File: config.mk
export PLATFORM = sky130hd
export DESIGN_NAME = pdw_window
export DESIGN_NICKNAME = d
export VERILOG_FILES = /design/src/pdw_pkg.sv /design/src/pdw_page_reg.sv /design/src/pdw_window.sv
export SDC_FILE = /design/constraint.sdc
export NUM_CORES = 1
export LEC_CHECK = 0
export BUFFER_PORTS_ARGS = -buffer_cell sky130_fd_sc_hd__buf_4
export CAP_MARGIN = 20
export CORE_MARGIN = 1
export CORE_UTILIZATION = 30
export DETAILED_ROUTE_END_ITERATION = 6
export GPL_TIMING_DRIVEN = 1
export PLACE_DENSITY_LB_ADDON = 0.08
export SLEW_MARGIN = 10
export SYNTH_ARGS = -nofsm -noshare
export SYNTH_HDL_FRONTEND = slang
export SYNTH_SLANG_ARGS = --single-unit
File: constraint.sdc
create_clock -name clk_sys -period 2.3 [get_ports clk_sys]
set_input_delay 0 -clock clk_sys [delete_from_list [all_inputs] [get_ports clk_sys]]
set_output_delay 0 -clock clk_sys [all_outputs]
set_load 0.01 [all_outputs]
File: src/pdw_pkg.sv
package pdw_pkg;
	// Window geometry
	localparam int unsigned WIN_BYTES       = 32768;        // One page equals the 32 Kbyte window
	localparam int unsigned DADDR_W         = 16;           // Core data address width
	localparam int unsigned PAGE_W          = 9;            // Page register width, bit 8 picks program space
	localparam int unsigned EFF_ADDR_W      = 24;           // Effective address width
	localparam int unsigned WIN_BIT         = 15;           // Top data address bit marks a window access
	localparam int unsigned PROG_VIEW_BIT   = 8;            // Read page bit that selects program space
	// Base data memory range; page zero window accesses trap
	localparam logic [15:0] BASE_LO         = 16'h0800;
	localparam logic [15:0] BASE_HI         = 16'h7FFF;
	// Memory sizes
	localparam logic [23:0] INT_RAM_BYTES   = 24'h002000;   // 8K internal RAM
	localparam logic [23:0] EXT_LARGE_BYTES = 24'hFFFFFF;   // Up to 16 Mbytes, last byte address
	localparam logic [23:0] EXT_SMALL_BYTES = 24'h00FFFF;   // Up to 64K, last byte address
	localparam logic [8:0]  PAGE_RESET      = 9'h001;       // Page registers start on page one
	// Access target
	typedef enum logic [2:0] {PDW_TGT_NONE, PDW_TGT_BASE, PDW_TGT_INT, PDW_TGT_EXT, PDW_TGT_PROG} pdw_tgt_e;
endpackage : pdw_pkg

File: src/pdw_page_reg.sv
`timescale 1ns/100ps
`default_nettype none
// Holds one page select; loaded by the core when it writes the page
module pdw_page_reg (
	// Clock and reset
	input  wire logic       clk_sys,
	input  wire logic       rst_n,
	// Load port
	input  wire logic       load,
	input  wire logic [8:0] load_value,
	// Current page
	output logic      [8:0] page
);
	logic [8:0] next_page;  // Value for the next edge

	// Next value: load wins, otherwise hold
	always_comb
	begin
		next_page = load ? load_value : page;
	end

	// Register stage
	always_ff @(posedge clk_sys or negedge rst_n)
	begin
		if (!rst_n)
			page <= pdw_pkg::PAGE_RESET;
		else
			page <= next_page;
	end
endmodule : pdw_page_reg
`default_nettype wire

File: src/pdw_window.sv
`timescale 1ns/100ps
`default_nettype none
module pdw_window (
	// Clock and reset
	input  wire logic        clk_sys,
	input  wire logic        rst_n,
	// Variant strap: high for the larger parallel port
	input  wire logic        large_port,
	// Page select loads from the core
	input  wire logic        read_page_load,
	input  wire logic        write_page_load,
	input  wire logic [8:0]  page_value,
	// Core data access
	input  wire logic        req,
	input  wire logic        we,
	input  wire logic [15:0] daddr,
	// Translated access
	output logic             acc_valid,
	output logic             acc_we,
	output pdw_pkg::pdw_tgt_e acc_tgt,
	output logic      [23:0] effective_address,
	output logic             address_error_trap,
	// Current pages
	output logic      [8:0]  read_page_select,
	output logic      [8:0]  write_page_select
);
	logic              rst_meta;        // First reset synchroniser stage
	logic              rst_sync_n;      // Released reset used everywhere
	logic              large_meta;      // Strap pin, first flop; may go metastable
	logic              large_q;         // Strap pin, second flop; the only copy logic reads
	logic              next_large_meta; // Strap pin as seen this cycle
	logic              next_large_q;    // First strap flop moving on
	logic              next_valid;      // Access taken this cycle
	logic              next_we;         // Direction of the access
	pdw_pkg::pdw_tgt_e next_tgt;        // Where the access lands
	logic [23:0]       next_eff_addr;   // Translated address
	logic              next_trap;       // Access refused
	logic [8:0]        page;            // Page chosen for this access
	logic              window;          // Access falls in the upper half

	// Combine page and 15-bit window offset into an address
	function automatic logic [23:0] form_eff_addr(input logic [8:0] pg, input logic [15:0] a);
		form_eff_addr = {pg, a[14:0]};
	endfunction : form_eff_addr

	// Reset release through two flops
	always_ff @(posedge clk_sys or negedge rst_n)
	begin
		if (!rst_n)
		begin
			rst_meta   <= 1'b0;
			rst_sync_n <= 1'b0;
		end
		else
		begin
			rst_meta   <= 1'b1;
			rst_sync_n <= rst_meta;
		end
	end

	// Page registers
	pdw_page_reg u_read_page (
		.clk_sys    (clk_sys),
		.rst_n      (rst_sync_n),
		.load       (read_page_load),
		.load_value (page_value),
		.page       (read_page_select)
	);
	pdw_page_reg u_write_page (
		.clk_sys    (clk_sys),
		.rst_n      (rst_sync_n),
		.load       (write_page_load),
		.load_value (page_value),
		.page       (write_page_select)
	);

	// Translation: pick the page, form the address and decide the target
	always_comb
	begin
		window          = daddr[pdw_pkg::WIN_BIT];
		page            = we ? write_page_select : read_page_select;
		next_large_meta = large_port;
		next_large_q    = large_meta;
		next_valid      = req;
		next_we         = we;
		next_trap       = 1'b0;
		next_tgt        = pdw_pkg::PDW_TGT_NONE;
		next_eff_addr   = {8'h00, daddr};                                   // Base accesses pass unpaged
		if (req)
		begin
			if (!window)
				next_tgt = pdw_pkg::PDW_TGT_BASE;
			else if (page == 9'h000)
				next_trap = 1'b1;
			else
			begin
				next_eff_addr = form_eff_addr(page, daddr);
				if (page[pdw_pkg::PROG_VIEW_BIT])
				begin
					// Program space: reads only, write gets a trap
					if (we)
						next_trap = 1'b1;
					else
						next_tgt = pdw_pkg::PDW_TGT_PROG;
				end
				// Internal RAM target; a window page is never zero, so with 8K fitted
				// this branch stays idle until a part carries more internal memory
				else if (next_eff_addr < pdw_pkg::INT_RAM_BYTES)
					next_tgt = pdw_pkg::PDW_TGT_INT;
				else if (large_q || next_eff_addr <= pdw_pkg::EXT_SMALL_BYTES)
					next_tgt = pdw_pkg::PDW_TGT_EXT;
				else
					next_trap = 1'b1;                                       // Beyond small port reach
			end
		end
	end

	// Output registers; the strap also passes its two flops here, as it is a pin
	// from outside the clock domain and may change at any time
	always_ff @(posedge clk_sys or negedge rst_sync_n)
	begin
		if (!rst_sync_n)
		begin
			large_meta         <= 1'b0;
			large_q            <= 1'b0;
			acc_valid          <= 1'b0;
			acc_we             <= 1'b0;
			acc_tgt            <= pdw_pkg::PDW_TGT_NONE;
			effective_address  <= 24'h000000;
			address_error_trap <= 1'b0;
		end
		else
		begin
			large_meta         <= next_large_meta;
			large_q            <= next_large_q;
			acc_valid          <= next_valid;
			acc_we             <= next_we;
			acc_tgt            <= next_tgt;
			effective_address  <= next_eff_addr;
			address_error_trap <= next_trap;
		end
	end
endmodule : pdw_window
`default_nettype wire

After elaboration in Yosys (flattened, before gate mapping)

Cells that the tools add are included.

$add $sub $neg: 0
Multiply operators: 0
Div/mod/pow operators: 0
Magnitude comparators: 2
Equal/unequal tests: 0
Shift operators: 0
Muxes and demuxes: 18
Bitwise operators: 0
Reductions and logical operators: 2

Operator list:

| operator                                                      | number |
|---|---|
| two-way mux 24 bit                                            | 3 |
| <= comparator 24 x 16 -> 1 bit (second input constant)        | 1 |
| less-than comparator 24 x 14 -> 1 bit (second input constant) | 1 |
| two-way mux 3 bit                                             | 5 |
| logical NOT 9 bit                                             | 1 |
| two-way mux 9 bit                                             | 1 |
| two-way mux 1 bit                                             | 7 |
| two-way mux 2 bit                                             | 2 |
| logical OR 1 bit                                              | 1 |

Flip-flop bits (word level): 52
Latch bits: 0
RAM bits: 0
Memory bits (read-only): 0
Output and inout bits: 48
Word-level logic and storage cells: 33
Memories kept: 0

Longest topological paths before layout

Depth after elaboration: 9
Mapped depth: 5
Depth with buffers taken out: 4

Modules after synthesis

Synthesis repeated with hierarchy kept, for this count alone.

Cells, all modules: 115
Area, all modules: 1905.6 µm²

Modules (own cells, without submodules):

| module       | times used | cells each | area an instance (µm²) |
|---|---|---|---|
| pdw_window   | 1          | 77         | 1159.9 |
| pdw_page_reg | 2          | 19         | 372.9 |

Least setup slack after synthesis

OpenSTA, ideal clock, no wires.

Path type: register to register
Start: register u_write_page.page[6]
End: register acc_tgt[0]
Setup time: 0.124 ns
Data arrival time: 1.543 ns
Setup slack: 0.633 ns
Cell stages (with the launch flop): 5
Path buffers: 0
Clock period less this slack: 1.667 ns
Cells stage by stage: dfrtp_1 > or4b_1 > o22ai_4 > a21oi_2 > o31a_1

Cells in the longest elaborated chain, start to end: 9

RTL lines:

| element                        | line               | RTL |
|---|---|---|
| from (decl)                    | pdw_page_reg.sv:12 | `output logic [8:0] page` |
| from (signal assigned)         | pdw_page_reg.sv:26 | `page <= pdw_pkg::PAGE_RESET;` |
| from (signal assigned)         | pdw_page_reg.sv:28 | `page <= next_page;` |
| two-way mux 9 bit (*)          | pdw_window.sv:81   | `page = we ? write_page_select : read_page_select;` |
| <= comparator 24 x 16 -> 1 bit | pdw_window.sv:110  | `else if (large_q \|\| next_eff_addr <= pdw_pkg::EXT_SMALL_BYTES)` |
| logical OR 1 bit               | pdw_window.sv:110  |  |
| two-way mux 2 bit              | pdw_window.sv:110  |  |
| two-way mux 2 bit              | pdw_window.sv:108  | `else if (next_eff_addr < pdw_pkg::INT_RAM_BYTES)` |
| two-way mux 3 bit              | pdw_window.sv:98   | `if (page[pdw_pkg::PROG_VIEW_BIT])` |
| two-way mux 3 bit (*)          | pdw_window.sv:93   | `else if (page == 9'h000)` |
| two-way mux 3 bit (*)          | pdw_window.sv:91   | `if (!window)` |
| two-way mux 3 bit (*)          | pdw_window.sv:89   | `if (req)` |
| named net next_tgt[0]          | pdw_window.sv:35   | `pdw_pkg::pdw_tgt_e next_tgt;` |
| to (signal assigned)           | pdw_window.sv:128  | `acc_tgt <= pdw_pkg::PDW_TGT_NONE;` |
| to (signal assigned)           | pdw_window.sv:138  | `acc_tgt <= next_tgt;` |
| to (decl)                      | pdw_window.sv:20   | `output pdw_pkg::pdw_tgt_e acc_tgt,` |

Mark *: on every way through the listed nets, which the timed path passes. The rest lies on a longest branch.
A chain may end at the register's enable or synchronous reset.

Final worst setup path

Start: input port we
End: register effective_address[21]

Cells in the longest elaborated chain, start to end: 5

RTL lines:

| element                     | line              | RTL |
|---|---|---|
| from (decl)                 | pdw_window.sv:15  | `input wire logic we,` |
| two-way mux 9 bit (*)       | pdw_window.sv:81  |  |
| logical NOT 9 bit           | pdw_window.sv:93  |  |
| two-way mux 24 bit (*)      | pdw_window.sv:93  |  |
| two-way mux 24 bit (*)      | pdw_window.sv:91  |  |
| two-way mux 24 bit (*)      | pdw_window.sv:89  |  |
| named net next_eff_addr[21] | pdw_window.sv:36  | `logic [23:0] next_eff_addr;` |
| to (signal assigned)        | pdw_window.sv:139 | `effective_address <= next_eff_addr;` |
| to (decl)                   | pdw_window.sv:21  | `output logic [23:0] effective_address,` |

Marked as above.

==> metrics <==
outcome=finished clean; vias in the first global route=~1400; drt drc=0; Crit. End Element=flop; fin util=49.9%; fmax=559 MHz; grt met1 use=18.7%; power per cell area=702 nW/um^2; Clk pwr share=around a third; die width=~80 um; Clock Skew=between 0.006 and 0.007 ns; Post-CTS Setup Inserts=0; combinational share of power=roughly 15%; Int Pwr=0.00161 W; dpl hpwl=2.94 mm; Cell Rows=28; Slew @ Worst Pin=0.627 ns; grt met3 use=2.74%; gr ovfl total=0; Clock transition at path regs=0.09 ns; Layout area overhead=61.1%; Syn Nets=approximately 150; final worst slack=0.510 ns; Syn Std Cell Area=1820 um^2; Ant. Diodes=0; Crit path required time=2.48 ns; crit path time final=1.79 ns; final wirelength=4.14 mm; via count=1330; worst skew pair latency=0.30 ns; GRT Overall Usage=about 14%; most frequent cells in the layout=buf_4, dfrtp_1, dlygate4sd3_1, mux2_2; Worst slew margin=58.2%; I/O Pins=80; Core Area=about 5900 um^2; worst stage delay on the critical path=0.53 ns; H-tree levels=2; first-pass GRT wire length=6.76 mm; Final setup viols=0; Final Wtd Congestion=0.688; commonest non-fill, non-tap cell in the layout=buf_4; register area share after synthesis=just over 70%; Critical Path AT=1.97 ns; die area=6390 um^2; max-slew violations=0; Starting Density=31.0%; busiest grt layer=met2; DRC violation total after the first TritonRoute iteration=25; Synth Register Bits=52; Hold Crit Class=input port to flop; Sw Ratio=22.0%; largest net degree at the start of global routing=30; worst IR drop on VDD=0.358 mV; LEAKAGE=roughly 1.4 nW; slowest CP cell=dlygate4sd3_1; final hold violation count=0; worst slack at placement=0.559 ns; max_cap viols=0; antenna-violating nets left=0; root buffer cell=clkbuf_8; DRT Pass-1 Iters=3; switching power=0.000454 W; die height=80.0 um; RSZ-0062 raised after global routing=no; Sequential cell area=1310 um^2; syn_area_per_cell=15.9 um^2; Post-Synthesis Cells=~120; met2 usage=a little under a quarter; number of I/O port buffers=79; delay-heaviest family, CP=buffers and inverters; final net count=261; antenna violations before repair=0; dpl cells=267; area occupied by multi-input gates=489 um^2; Startpoint Class=input port; CP max FO=17; CTS Buf Count=5; routed length per instance=13.6 um; CTS tree=done; Bufs on Longest Clock Path=2; Yosys cell types=25; Sinks on Clock Net=52; Critical path buffers and inverters=2; Seq pwr share=between 50% and 60%; cells along the critical path=dlygate4sd3_1, buf_4, or4b_1, o22ai_4, a31o_2, nor2_1; fill count=between 500 and 600; Sum Neg Setup Slack=0 ns; routed vias/inst=~4.4; layout cell share with drive strength beyond 1=49.1%; Finished Layout Cells=305; Ys Warns=0; fin crit share=77.8%; Min Hold Slack=about 0.064 ns; crit path kind=input port to flop
==> metrics by stage <==
step	cell area (um^2)	total power, W
finish	2940	0.00206
global route	2940	0.00217
CTS	2940	0.00209
detailed placement	2500	0.00134
global placement	2500	0.00133
floorplan	1820	0.00116
==> repair_timing <==
item	in CTS	in global routing
resized for setup	0	0
endpoints found under the hold margin	40	0
hold buffers	30	0
==> power groups by stage <==
stage / Clock [W] / Sequential [W] / Combinational [W]
after global placement: 0 / 0.00105 / 0.000276
after detailed placement: 0 / 0.00106 / 0.000279
after CTS: 0.000733 / 0.00104 / 0.000322
after global routing: 0.000775 / 0.00105 / 0.000345
final: 0.000708 / 0.00104 / 0.000317
after floorplan: 0 / 0.00108 / 0.0000869
==> cell families after synthesis <==
kind of cell	after synthesis	synth area share, %
DFF	52	71.5
muxes	27	16.1
and+or+nand+nor	19	5.63
AOI/OAI and AO/OA	10	4.94
buffers and inverters	6	1.65
other	1	0.206
==> final cells by class <==
type	count	share of cell area, %
Multi-Input combinational cell	57	16.7
Inverter	2	0.256
Sequential cell	52	44.4
Tap cell	75	3.20
Clock buffer	6	2.47
Timing Repair Buffer	111	30.9
Clock inverter	2	2.05
==> sequential cells by signal, summed over array words and instances (netlist names) <==
| signal | flops |
|---|---|
| effective_address | 24 |
| u_read_page.page | 9 |
| u_write_page.page | 9 |
| acc_tgt | 3 |
| acc_valid | 1 |
| acc_we | 1 |
| address_error_trap | 1 |
| large_meta | 1 |
| large_q | 1 |
| rst_meta | 1 |
| rst_sync_n | 1 |
==> synth_stat cells <==
master	count	area share, %
a21oi_2	1	0.48
mux2i_1	9	4.9
nor2_1	9	1.9
nor3b_1	2	0.82
and4b_1	1	0.55
dfrtp_1	50	69
o22ai_4	1	1.1
or4b_1	1	0.55
nand2_1	3	0.62
or4_4	1	0.62
inv_1	2	0.41
mux2_2	18	11
conb_1	1	0.21
a22o_1	1	0.48
a221o_1	1	0.55
a21oi_1	2	0.55
a31o_2	1	0.48
clkbuf_1	3	0.62
a32oi_1	1	0.48
buf_6	1	0.62
nor3_1	1	0.27
o31a_1	1	0.48
a31oi_1	1	0.34
dfstp_2	2	2.9
nor4_1	1	0.34
==> per-layer routing <==
| layer | routed length [um] | part of all wire [%] |
|---|---|---|
| met2 | 2150 | 52 |
| met1 | 1730 | 42 |
| met4 | 69 | 1.7 |
| met3 | 190 | 4.6 |
| met5 | 0 | 0 |
==> final timing paths <==
check | from | to | slack [ns] | depth (start not counted)
worst min register to register | rst_sync_n$_DFF_PN0_ | u_read_page.page[5]$_DFFE_PN0P_ | 0.29 | 0
worst max register to register | u_write_page.page[6]$_DFFE_PN0P_ | effective_address[21]$_DFF_PN0_ | 0.55 | 4
worst max-delay path | we | effective_address[21]$_DFF_PN0_ | 0.51 | 6
max in group asynchronous | rst_sync_n$_DFF_PN0_ | effective_address[8]$_DFF_PN0_ | 1.35 | 1
min in group asynchronous | rst_sync_n$_DFF_PN0_ | u_read_page.page[5]$_DFFE_PN0P_ | 0.29 | 0
worst min-delay path | write_page_load | u_write_page.page[1]$_DFFE_PN0P_ | 0.06 | 2
Power figures use the tool's default switching activity.
